[src/ddd_pkg.sv]
// package: constants, field layouts and types of the dynamic delay aligner
package ddd_pkg;

  // ---------------------------------------------------------------
  // sizes
  // ---------------------------------------------------------------
  localparam int NUM_GRP = 3;
  localparam int AW      = 6;
  localparam int DW      = 32;
  localparam int CNT_W   = 9;

  // ---------------------------------------------------------------
  // register byte offsets
  // ---------------------------------------------------------------
  localparam logic [AW-1:0] OFS_CTRL   = 6'h00;
  localparam logic [AW-1:0] OFS_STATUS = 6'h04;
  localparam logic [AW-1:0] OFS_FINAL  = 6'h08;
  localparam logic [AW-1:0] OFS_GRP0   = 6'h10;
  localparam logic [AW-1:0] OFS_GRP1   = 6'h14;
  localparam logic [AW-1:0] OFS_GRP2   = 6'h18;

  // ---------------------------------------------------------------
  // control word: bit 0 upward in reverse of the declaration order
  // ---------------------------------------------------------------
  typedef struct packed {
    logic       lock_loss_holdover_mask;  // bit 8
    logic       zero_delay_mode;          // bit 7
    logic       group2_powerdown;         // bit 6
    logic       loop_select_enable;       // bit 5
    logic [1:0] loop_select;              // bits 4:3
    logic       align_polarity_invert;    // bit 2
    logic       align_on_write;           // bit 1
    logic       align_qualify_enable;     // bit 0
  } ddd_ctrl_s;
  localparam int        CTRL_W   = $bits(ddd_ctrl_s);
  localparam ddd_ctrl_s CTRL_RST = 9'h000;

  // ---------------------------------------------------------------
  // per-group word (delay_config_word): divide 7:0, delay 15:8,
  // half step 16, exempt 17
  // ---------------------------------------------------------------
  typedef struct packed {
    logic       group_align_exempt;
    logic       group_half_step;
    logic [7:0] group_digital_delay;
    logic [7:0] group_divide;
  } ddd_grp_s;
  localparam int       GRP_W   = $bits(ddd_grp_s);
  localparam ddd_grp_s GRP_RST = 18'h00502;

  // ---------------------------------------------------------------
  // timing in distribution-path cycles
  // ---------------------------------------------------------------
  localparam logic [1:0]       ONESHOT_LAG_CYC  = 2'h3;
  localparam logic [1:0]       ONESHOT_LEN_CYC  = 2'h3;
  localparam logic [CNT_W-1:0] FORCE_LOW_CYC    = 9'h005;
  localparam logic [CNT_W-1:0] RELEASE_BASE_CYC = 9'h005;

  // ---------------------------------------------------------------
  // alignment sequencer, gray along the usual path except ST_PULSE back to ST_IDLE (two bits)
  // ---------------------------------------------------------------
  typedef enum logic [2:0] {
    ST_IDLE  = 3'h0,
    ST_FALL1 = 3'h1,
    ST_FALL2 = 3'h3,
    ST_LEAD  = 3'h2,
    ST_PULSE = 3'h6
  } ddd_state_e;

endpackage

[src/ddd_align_top.sv]
// module: dynamic digital delay alignment controller with avalon slave
//
// Local design decisions: the register addresses and the Avalon-MM interface to the registers.
`timescale 1ns/10ps
module ddd_align_top
  import ddd_pkg::*;
(
  input  wire logic               clk_sys,
  input  wire logic               nrst,
  input  wire logic [AW-1:0]      address,
  input  wire logic               read,
  input  wire logic               write,
  input  wire logic [DW-1:0]      writedata,
  output logic      [DW-1:0]      readdata,
  output logic                    waitrequest,
  input  wire logic               align_pin,
  input  wire logic               lock_indication,
  output logic      [NUM_GRP-1:0] group_clk,
  output logic      [NUM_GRP-1:0] group_half,
  output logic                    align_busy,
  output logic                    holdover_active
);

  ddd_ctrl_s           ctrl_r;
  ddd_grp_s            grp_r [NUM_GRP];
  ddd_state_e          state_r;
  ddd_state_e          state_nxt;
  logic                wait_r;
  logic [DW-1:0]       rdata_r;
  logic [DW-1:0]       rdata_nxt;
  logic                wr_go;
  logic                wr_grp;
  logic                wr_final;
  logic [1:0]          wr_idx;
  logic                pin_s1_r;
  logic                pin_s2_r;
  logic                lvl_q_r;
  logic                lvl;
  logic                wr_req_r;
  logic                lock_s1_r;
  logic                lock_s2_r;
  logic                req_pend_r;
  logic                req_take;
  logic [1:0]          lag_cnt_r;
  logic [1:0]          pulse_cnt_r;
  logic                os_start;
  logic                qual_fall;
  logic                sel_exempt;
  logic                busy_r;
  logic                hold_r;
  logic [NUM_GRP-1:0]  fall_vec;
  logic [NUM_GRP-1:0]  pd_vec;

  // ---------------------------------------------------------------
  // avalon slave: one wait cycle, then the access completes
  // ---------------------------------------------------------------
  assign wr_go    = write && !wait_r;
  assign wr_final = wr_go && address == OFS_FINAL;
  assign wr_grp   = wr_go && (address == OFS_GRP0 || address == OFS_GRP1 ||
                              address == OFS_GRP2);
  assign wr_idx   = address[3:2];

  always_comb begin
    rdata_nxt = '0;
    case (address)
      OFS_CTRL:   rdata_nxt = DW'(ctrl_r);
      OFS_STATUS: rdata_nxt = {25'h0000000, hold_r, lock_s2_r, state_r,
                               req_pend_r, busy_r};
      OFS_GRP0:   rdata_nxt = DW'(grp_r[0]);
      OFS_GRP1:   rdata_nxt = DW'(grp_r[1]);
      OFS_GRP2:   rdata_nxt = DW'(grp_r[2]);
      default:    rdata_nxt = '0;
    endcase
  end

  always_ff @(posedge clk_sys or negedge nrst) begin
    if (!nrst) begin
      wait_r  <= 1'b1;
      rdata_r <= '0;
    end else if ((read || write) && wait_r) begin
      wait_r  <= 1'b0;
      rdata_r <= rdata_nxt;
    end else begin
      wait_r  <= 1'b1;
    end
  end

  // unmapped writes and the status word are ignored; whole words only
  always_ff @(posedge clk_sys or negedge nrst) begin
    if (!nrst) begin
      ctrl_r <= CTRL_RST;
    end else if (wr_go && address == OFS_CTRL) begin
      ctrl_r <= ddd_ctrl_s'(writedata[CTRL_W-1:0]);
    end
  end

  always_ff @(posedge clk_sys or negedge nrst) begin
    if (!nrst) begin
      for (int i = 0; i < NUM_GRP; i++) begin
        grp_r[i] <= GRP_RST;
      end
    end else if (wr_grp) begin
      grp_r[wr_idx] <= ddd_grp_s'(writedata[GRP_W-1:0]);
    end
  end

  // ---------------------------------------------------------------
  // request sources
  // ---------------------------------------------------------------
  // pin into two flops; only the second is looked at
  always_ff @(posedge clk_sys or negedge nrst) begin
    if (!nrst) begin
      pin_s1_r  <= 1'b0;
      pin_s2_r  <= 1'b0;
      lock_s1_r <= 1'b0;
      lock_s2_r <= 1'b0;
    end else begin
      pin_s1_r  <= align_pin;
      pin_s2_r  <= pin_s1_r;
      lock_s1_r <= lock_indication;
      lock_s2_r <= lock_s1_r;
    end
  end

  // a polarity flip moves the level just as a pin toggle does
  assign lvl = pin_s2_r ^ ctrl_r.align_polarity_invert;

  always_ff @(posedge clk_sys or negedge nrst) begin
    if (!nrst) begin
      lvl_q_r  <= 1'b0;
      wr_req_r <= 1'b0;
    end else begin
      lvl_q_r  <= lvl;
      wr_req_r <= wr_final || (wr_grp && ctrl_r.align_on_write);
    end
  end

  // a new request in the cycle of the take is kept
  always_ff @(posedge clk_sys or negedge nrst) begin
    if (!nrst) begin
      req_pend_r <= 1'b0;
    end else begin
      req_pend_r <= (lvl && !lvl_q_r) || wr_req_r ||
                    (req_pend_r && !req_take);
    end
  end

  // ---------------------------------------------------------------
  // qualifying clock select
  // ---------------------------------------------------------------
  assign pd_vec = {ctrl_r.group2_powerdown, 2'b00};
  // codes past the last group never qualify and the request waits
  assign qual_fall = ctrl_r.loop_select_enable &&
                     ctrl_r.loop_select < 2'(NUM_GRP) &&
                     fall_vec[ctrl_r.loop_select];
  assign sel_exempt = ctrl_r.loop_select < 2'(NUM_GRP) &&
                      grp_r[ctrl_r.loop_select].group_align_exempt;

  // ---------------------------------------------------------------
  // sequencer
  // ---------------------------------------------------------------
  assign req_take = state_r == ST_IDLE && req_pend_r;
  assign os_start = state_r == ST_LEAD &&
                    lag_cnt_r == ONESHOT_LAG_CYC - 2'h1;

  always_comb begin
    state_nxt = state_r;
    case (state_r)
      ST_IDLE:  if (req_pend_r) begin
                  state_nxt = ctrl_r.align_qualify_enable ? ST_FALL1
                                                          : ST_LEAD;
                end
      ST_FALL1: if (qual_fall) begin
                  state_nxt = ST_FALL2;
                end
      ST_FALL2: if (qual_fall) begin
                  state_nxt = ST_LEAD;
                end
      ST_LEAD:  if (os_start) begin
                  state_nxt = ST_PULSE;
                end
      ST_PULSE: if (pulse_cnt_r == ONESHOT_LEN_CYC - 2'h1) begin
                  state_nxt = ST_IDLE;
                end
      default:  state_nxt = ST_IDLE;
    endcase
  end

  always_ff @(posedge clk_sys or negedge nrst) begin
    if (!nrst) begin
      state_r <= ST_IDLE;
    end else begin
      state_r <= state_nxt;
    end
  end

  always_ff @(posedge clk_sys or negedge nrst) begin
    if (!nrst) begin
      lag_cnt_r   <= 2'h0;
      pulse_cnt_r <= 2'h0;
    end else begin
      lag_cnt_r   <= state_r == ST_LEAD ? lag_cnt_r + 2'h1 : 2'h0;
      pulse_cnt_r <= state_r == ST_PULSE ? pulse_cnt_r + 2'h1 : 2'h0;
    end
  end

  // ---------------------------------------------------------------
  // status outputs
  // ---------------------------------------------------------------
  // relative mode on a zero-delay loop drops lock while realigning
  always_ff @(posedge clk_sys or negedge nrst) begin
    if (!nrst) begin
      busy_r <= 1'b0;
      hold_r <= 1'b0;
    end else begin
      busy_r <= state_nxt != ST_IDLE;
      hold_r <= ctrl_r.zero_delay_mode && !sel_exempt && !lock_s2_r &&
                !ctrl_r.lock_loss_holdover_mask;
    end
  end

  // ---------------------------------------------------------------
  // output groups; an exempt qualifying group is left untouched in
  // absolute mode, a non-exempt one is realigned like any other
  // ---------------------------------------------------------------
  for (genvar g = 0; g < NUM_GRP; g++) begin : g_grp
    ddd_out_group u_grp (
      .clk_sys     (clk_sys),
      .nrst        (nrst),
      .cfg         (grp_r[g]),
      .powerdown   (pd_vec[g]),
      .align_start (os_start),
      .grp_clk     (group_clk[g]),
      .grp_half    (group_half[g]),
      .fall_pulse  (fall_vec[g])
    );
  end

  assign readdata        = rdata_r;
  assign waitrequest     = wait_r;
  assign align_busy      = busy_r;
  assign holdover_active = hold_r;
endmodule

[src/ddd_out_group.sv]
// module: one output group divider with alignment force-low and release
`timescale 1ns/10ps
module ddd_out_group
  import ddd_pkg::*;
(
  input  wire logic     clk_sys,
  input  wire logic     nrst,
  input  wire ddd_grp_s cfg,
  input  wire logic     powerdown,
  input  wire logic     align_start,
  output logic          grp_clk,
  output logic          grp_half,
  output logic          fall_pulse
);

  logic [7:0]       div_cnt_r;
  logic [7:0]       div_cnt_nxt;
  logic [7:0]       high_len;
  logic             clk_r;
  logic             clk_nxt;
  logic             half_r;
  logic [7:0]       dly_act_r;
  logic             seq_act_r;
  logic [CNT_W-1:0] seq_cnt_r;
  logic [CNT_W-1:0] release_at;
  logic             take_part;

  // exempt groups never enter the sequence and keep running
  assign take_part = ~cfg.group_align_exempt & ~powerdown;
  assign high_len  = {1'b0, cfg.group_divide[7:1]} +
                     {7'h00, cfg.group_divide[0]};
  // counted from the cycle after align_start
  assign release_at = CNT_W'({7'h00, ONESHOT_LEN_CYC}) + RELEASE_BASE_CYC
                    + {1'b0, dly_act_r} - 9'h002;

  always_comb begin
    div_cnt_nxt = (div_cnt_r + 8'h01 >= cfg.group_divide) ? 8'h00
                : div_cnt_r + 8'h01;
    clk_nxt     = div_cnt_nxt < high_len;
    if (powerdown) begin
      clk_nxt = 1'b0;
    end else if (seq_act_r && seq_cnt_r == release_at) begin
      div_cnt_nxt = 8'h00;
      clk_nxt     = 1'b1;
    end else if (seq_act_r && seq_cnt_r >= FORCE_LOW_CYC - 9'h002) begin
      // a high phase cut short here shows as a glitch pulse
      div_cnt_nxt = 8'h00;
      clk_nxt     = 1'b0;
    end
  end

  assign fall_pulse = clk_r & ~clk_nxt;

  // ---------------------------------------------------------------
  // divider
  // ---------------------------------------------------------------
  always_ff @(posedge clk_sys or negedge nrst) begin
    if (!nrst) begin
      div_cnt_r <= 8'h00;
      clk_r     <= 1'b0;
    end else begin
      div_cnt_r <= div_cnt_nxt;
      clk_r     <= clk_nxt;
    end
  end

  // ---------------------------------------------------------------
  // alignment sequence; new delay only latched by an alignment
  // ---------------------------------------------------------------
  always_ff @(posedge clk_sys or negedge nrst) begin
    if (!nrst) begin
      seq_act_r <= 1'b0;
      seq_cnt_r <= '0;
      dly_act_r <= GRP_RST.group_digital_delay;
    end else if (align_start && take_part) begin
      seq_act_r <= 1'b1;
      seq_cnt_r <= '0;
      dly_act_r <= cfg.group_digital_delay;
    end else if (seq_act_r) begin
      seq_act_r <= seq_cnt_r != release_at;
      seq_cnt_r <= seq_cnt_r + 9'h001;
    end
  end

  // half step acts at once, without an alignment
  always_ff @(posedge clk_sys or negedge nrst) begin
    if (!nrst) begin
      half_r <= 1'b0;
    end else begin
      half_r <= cfg.group_half_step;
    end
  end

  assign grp_clk  = clk_r;
  assign grp_half = half_r;
endmodule

[config.mk]
export PLATFORM = sky130hd
export DESIGN_NAME = ddd_align_top
export DESIGN_NICKNAME = d
export VERILOG_FILES = /design/src/ddd_pkg.sv /design/src/ddd_align_top.sv /design/src/ddd_out_group.sv
export SDC_FILE = /design/constraint.sdc
export NUM_CORES = 1
export LEC_CHECK = 0
export BUFFER_PORTS_ARGS = -buffer_cell sky130_fd_sc_hd__buf_2
export CAP_MARGIN = 20
export CORE_MARGIN = 4
export CORE_UTILIZATION = 65
export CTS_CLUSTER_DIAMETER = 200
export DETAILED_ROUTE_END_ITERATION = 16
export HOLD_SLACK_MARGIN = 0.08
export PLACE_DENSITY_LB_ADDON = 0.3
export SLEW_MARGIN = 40
export SYNTH_ARGS = -nofsm -noshare
export SYNTH_HDL_FRONTEND = slang
export SYNTH_SLANG_ARGS = --single-unit
[constraint.sdc]
create_clock -name clk_sys -period 5.5 [get_ports clk_sys]
set_input_delay 0.55 -clock clk_sys [delete_from_list [all_inputs] [get_ports clk_sys]]
set_output_delay 0.55 -clock clk_sys [all_outputs]
set_load 0.005 [all_outputs]
# Word level (Yosys, flattened, before mapping)
# Index checks and enable logic that the tools add are counted.
[classes]
n_addsub = 17
multipliers = 0
n_div = 0
magnitude_cmp = 14
n_eq_ne = 17
shift = 0
mux = 48
n_bitwise = 14
n_reduce_logical = 44
[op_table]
columns = ["cell", "n"]
rows = [
  ["$pmux 18 s5", 1],
  ["$mux 8", 10],
  ["$bwmux 54", 1],
  ["$mux 18", 3],
  ["$mux 9", 6],
  ["$bmux 18 s2", 1],
  ["$demux 18 s2", 1],
  ["$add 4x8->9 const A", 3],
  ["$add 9x1->9 const B", 3],
  ["$eq 9x9->1", 3],
  ["$ge 9x2->1 const B", 3],
  ["$ne 9x9->1", 3],
  ["$sub 9x2->9 const B", 3],
  ["$logic_and 1x1->1", 26],
  ["$add 7x1->8", 3],
  ["$add 8x1->8 const B", 3],
  ["$ge 8x8->1", 3],
  ["$lt 8x8->1", 3],
  ["$eq 6x5->1 const B", 3],
  ["$mux 1", 15],
  ["$mux 3", 5],
  ["$pmux 3 s5", 1],
  ["$not 1->1", 7],
  ["$eq 3x2->1 const B", 2],
  ["21 further kinds", 42],
]
[totals]
reg_bits = 196
latch_bits = 0
mem_bits_rw = 0
romBits = 0
in_bits = 44
elab_cells = 206
memories = 0

# Logic depth before layout (Yosys ltp)
[logic_depth]
ltp_word = 15
ltp_mapped = 20

# By module
# Synthesis repeated with hierarchy kept, for this count alone.
[unflattened]
hier_cells = 1034
area_unflattened_um2 = 10699.0
[by_module_without_submodules]
columns = ["mod", "n_inst", "cells_per_inst", "area_each_um2"]
rows = [
  ["ddd_align_top", 1, 345, 4451.8],
  ["ddd_out_group at g_grp[1].u_grp ...", 2, 233, 2094.5],
  ["ddd_out_group at g_grp[0].u_grp", 1, 223, 2058.2],
]

# Least setup slack after synthesis
# OpenSTA, ideal clock, no wires.
[synth_path]
path_kind = "flip-flop to flip-flop"
startpoint = "register g_grp[1].u_grp.div_cnt_r[0]"
endpoint = "register state_r[0]"
t_arrival_ps = 3646
required_ps = 5367
slack_ps = 1721
stages_incl_launch_ff = 19
cell_sequence = "dfrtp_1 > ha_1 > nand3_1 > xor2_1 > inv_1 > ha_1 > o21a_1 > a21oi_1 > o31ai_1 > nor2_1 > ha_1 > nand4_1 > a2111oi_0 > o31ai_1 > nand3_1 > a41oi_1 > o31ai_1 > and4_1 > nor3_2"
[synth_between]
elab_chain_len = 13
word_cells_on_any_way = 14
cone_classes = "1 x add/sub; 2 x order compare; 8 x mux; 2 x bitwise; 1 x reduce/logical"
[synth_lines]
columns = ["item", "line", "rtl"]
rows = [
  ["from (decl)", "ddd_out_group.sv:16", "logic [7:0] div_cnt_r;"],
  ["from (signal assigned)", "ddd_out_group.sv:62", "div_cnt_r <= div_cnt_nxt;"],
  ["$add 8x1->8 *", "ddd_out_group.sv:37, ddd_out_group.sv:38", ""],
  ["$ge 8x8->1", "ddd_out_group.sv:37", "div_cnt_nxt = (div_cnt_r + 8'h01 >= cfg.group_divide) ? 8'h00"],
  ["$mux 8 *", "ddd_out_group.sv:37", ""],
  ["$lt 8x8->1 *", "ddd_out_group.sv:39", "clk_nxt = div_cnt_nxt < high_len;"],
  ["$mux 1 *", "ddd_out_group.sv:45", "end else if (seq_act_r && seq_cnt_r >= FORCE_LOW_CYC - 9'h002) begin"],
  ["$mux 1 *", "ddd_out_group.sv:42", "end else if (seq_act_r && seq_cnt_r == release_at) begin"],
  ["$not 1->1 *", "ddd_out_group.sv:52", "assign fall_pulse = clk_r & ~clk_nxt;"],
  ["$and 1x1->1 *", "ddd_out_group.sv:52", ""],
  ["$bmux 1 s2 *", "ddd_align_top.sv:155", "fall_vec[ctrl_r.loop_select];"],
  ["$mux 1 (not written as such) *", "ddd_align_top.sv:155", ""],
  ["$logic_and 1x1->1 *", "ddd_align_top.sv:154", "ctrl_r.loop_select < 2'(NUM_GRP) &&"],
  ["$mux 3, on equally long branches", "ddd_align_top.sv:176, ddd_align_top.sv:173", ""],
  ["$pmux 3 s5 *", "ddd_align_top.sv:168", "case (state_r)"],
  ["named net state_nxt[0]", "ddd_align_top.sv:27", "ddd_state_e state_nxt;"],
  ["to (signal assigned)", "ddd_align_top.sv:193", "state_r <= state_nxt;"],
  ["to (decl)", "ddd_align_top.sv:26", "ddd_state_e state_r;"],
]
# The timed path passes the listed nets; every way through them passes the cells marked *. The select of a mux whose other input is x is not followed.
# A chain may end at the register's enable or synchronous reset.

# Worst setup path after layout
[layout_path]
startpoint = "register g_grp[0].u_grp.div_cnt_r[0]"
endpoint = "register state_r[1]"
[layout_between]
elab_chain_len = 13
word_cells_on_any_way = 14
cone_classes = "1 x add/sub; 2 x order compare; 8 x mux; 2 x bitwise; 1 x reduce/logical"
[layout_lines]
columns = ["item", "line"]
rows = [
  ["from (decl)", "ddd_out_group.sv:16"],
  ["from (signal assigned)", "ddd_out_group.sv:62"],
  ["$add 8x1->8 *", "ddd_out_group.sv:37, ddd_out_group.sv:38"],
  ["$ge 8x8->1", "ddd_out_group.sv:37"],
  ["$mux 8 *", "ddd_out_group.sv:37"],
  ["$lt 8x8->1 *", "ddd_out_group.sv:39"],
  ["$mux 1 *", "ddd_out_group.sv:45"],
  ["$mux 1 *", "ddd_out_group.sv:42"],
  ["$not 1->1 *", "ddd_out_group.sv:52"],
  ["$and 1x1->1 *", "ddd_out_group.sv:52"],
  ["$bmux 1 s2 *", "ddd_align_top.sv:155"],
  ["$mux 1 (not written as such) *", "ddd_align_top.sv:155"],
  ["$logic_and 1x1->1 *", "ddd_align_top.sv:154"],
  ["$mux 3, on equally long branches", "ddd_align_top.sv:176, ddd_align_top.sv:173"],
  ["$pmux 3 s5 *", "ddd_align_top.sv:168"],
  ["named net state_nxt[1]", "ddd_align_top.sv:27"],
]
# Marked as above.

==> run metrics <==
dpl ws ~1.3 ns; Post-Route WL around 22 mm; cell breakdown of the critical path ha_1, nand3_1, xor2_1, inv_1, ha_1, o2111ai_1, o22ai_1, nor2_1, o21ai_1, nor2_1, ha_1, nand3_1, nor2_1, a221oi_1, nand2_1, a21oi_1, o31ai_1, a41oi_1, o22ai_1; Starting Density ~67%; fin crit share ~82%; critical path type reg -> reg; worst clock skew about 0.0093 ns; DRT iter0 DRCs 582; htree depth 4; RSZ-0062 raised after global routing false; CP Data Required Time around 5.8 ns; synthesized cell area just over 10000 sq um; Synth cell types 65; RePlAce Congestion about 0.88; P_leak roughly 5.4 nW; placed wire-length estimate about 16 mm; CP max stage delay ~0.55 ns; # rows 45; initial antenna violation count 0; CTS Buffer Depth 2; Main synth FF type dfrtp_1; share of cells above drive strength 1 between 20% and 30%; post-synth top area cell dfrtp_1; worst r2r path cells 19; Ports 85; post-route setup slack between 0.9 and 1 ns; FMAX around 220 MHz; max_cap viols 0; FFs w/ async S/R, synth 100%; Worst EP arrival 4.82 ns; worst vdd ir 339 uV; CTS Buf Count 17; first-pass iteration count of the detailed router 8; Root Driver clkbuf_16; # hold bufs at CTS 0; Reg2Reg Capture Point state_r[1]; setup slack, reg-to-reg 0.98 ns; Reg-to-Reg Start g_grp[0].u_grp.div_cnt_r[0]; Power Dens Cells 405 nW/um^2; Hold Slack roughly 0.11 ns; Worst-Skew Late Latency ~0.44 ns; Mapped Cells around 1000; DRC Markers 0; outcome complete, no violations; critical path launch point type flip-flop; Area Growth Syn to Fin 9.61%; relative slew slack 52.7%; crit path capture type flip-flop; number of vias per cell roughly 5.9; most common cell in the synthesized netlist dfrtp_1; CTS tree yes; Antenna Nets Post-Route 0; Worst-Margin Slew around 0.70 ns; clock sinks ~180; GRT Total Usage about a quarter; Seq/Total Area, Yosys 45.0%; Hold Fails Final Rpt 0; wire per inst ~17 um; grt total ovfl 0; setup violators final 0; Worst-path clk slew around 0.070 ns; vias in the first global route 7464; I/O Buffers 56; commonest cells in the netlist dfrtp_1, nor2_1, mux2_2; HP Class in -> async; Post-synth EDFFs 0; largest net degree at the start of global routing between 70 and 80; TNS Setup 0 ns; synthesized area per cell about 10 sq um; core footprint approximately 15000 sq um; die width approximately 130 um; Yosys top cell area share between 40% and 50%; # Post-CTS Setup Buffers 0; post-cts resize count 0; Period minus WS final roughly 4.5 ns; Seq cells post-synth about 180; CP max FO 8; vias 7376; Slowest-stage cell, CP o21ai_1; Final Slew Violations 0; Antenna Cells 0; YS warnings 0; global-route wire length before repair 37.0 mm; top post-synthesis cells by area dfrtp_1, mux2_2, ha_1, dfstp_2, xnor2_1; die area 17700 sq um; NumNets Final around 1100; Die Span Y approximately 130 um
per-layer routing:
layer | vias to the layer above | global-route usage, % | part of all wire (%)
li1 | 3536 | - | -
met1 | 3598 | 33.8 | 44
met2 | 192 | 43.6 | 50
met3 | 50 | 4.94 | 3.9
met4 | 0 | 10.2 | 2.7
met5 | - | 0 | 0
critical path, delay by kind of cell (launching register included):
family,cells,cell delay (ns)
flops,1,0.46
simple gates,6,0.66
buf+inv,1,0.08
compound gates,8,1.91
xor+xnor,1,0.35
fa+ha+maj,3,0.90
placed cells by master, fill, tap and decap left out, types with 6 or more instances in the layout:
cell       synthesis  layout
nand3_1           31      31
a21o_1            10      10
conb_1             1      14
xor2_1            41      41
nand2b_1          11      11
nor4_1             9       8
mux2i_1            6       6
a222oi_1           7       7
a22oi_1           19      19
inv_1             61      61
nand4_1           18      18
dfstp_2           16      16
ha_1              62      62
buf_4             20       8
o21ai_0           52      51
nor2_1            95      95
a21oi_1           22      22
and3_1            12      12
mux2_2            88      88
nand2_1           72      71
nor2b_1           10       9
nor3_1            15      13
xnor2_1           43      43
buf_2              4      55
clkbuf_16          0      17
dfrtp_1          166     166
flip-flops by register name, indices dropped and copies added (netlist names), 2 cells and up:
| signal | flops |
|---|---|
| ctrl_r | 9 |
| g_grp.u_grp.div_cnt_r | 24 |
| g_grp.u_grp.dly_act_r | 24 |
| g_grp.u_grp.grp_clk | 3 |
| g_grp.u_grp.grp_half | 3 |
| g_grp.u_grp.seq_act_r | 3 |
| g_grp.u_grp.seq_cnt_r | 27 |
| grp_r | 54 |
| lag_cnt_r | 2 |
| pulse_cnt_r | 2 |
| readdata | 18 |
| state_r | 3 |
metrics by stage:
step	area (sq um)	cells	util (%)	power, mW
3_5_place_dp	10600	1228	69.2	3.33
5_1_grt	11100	1260	73.0	4.81
6_report	11100	1260	73.0	4.51
4_1_cts	11100	1260	72.9	4.52
3_3_place_gp	10500	1228	69.1	3.26
2_1_floorplan	10200	1008	-	2.98
power breakdown:
part           switching, mW  leakage [nW]  internal (mW)
clock                  0.561         0.275          0.598
combinational          0.755          2.79          0.649
sequential             0.343          2.36           1.60
layout make-up:
class | count | area (sq um)
Clock inverter | 15 | 139
Inverter | 62 | 233
Clock buffer | 17 | 425
Tap cell | 211 | 264
Fill cell | 1062 | 4130
Sequential cell | 182 | 4570
Multi-Input combinational cell | 708 | 5140
Timing Repair Buffer | 65 | 358
how the worst max path moves through the flow:
stage                     slack (ns)          to                   startpoint  cells past startpoint
after global routing            0.68  state_r[0]  g_grp[1].u_grp.div_cnt_r[0]                     18
after global placement          1.15  state_r[0]  g_grp[1].u_grp.div_cnt_r[0]                     18
after detailed placement        1.25  state_r[0]  g_grp[2].u_grp.div_cnt_r[0]                     18
after floorplan                 1.72  state_r[0]  g_grp[1].u_grp.div_cnt_r[0]                     18
final                           0.98  state_r[1]  g_grp[0].u_grp.div_cnt_r[0]                     19
after CTS                       1.10  state_r[1]  g_grp[0].u_grp.div_cnt_r[0]                     19
cell families (layout without fill, tap and decap cells):
family                     count (synthesis)  after routing  share of synthesized area [%]
AOI/OAI and AO/OA                        151            151                           10.2
xor gates and xnor gates                  84             84                           7.24
adders and majority gates                 62             62                           7.64
buffers and inverters                    118            159                           5.15
DFF                                      182            182                           45.0
muxes                                     94             94                           10.3
other                                      1             14                         0.0369
and+or+nand+nor                          303            303                           14.4
No activity file was read; power rests on OpenSTA's default activity.
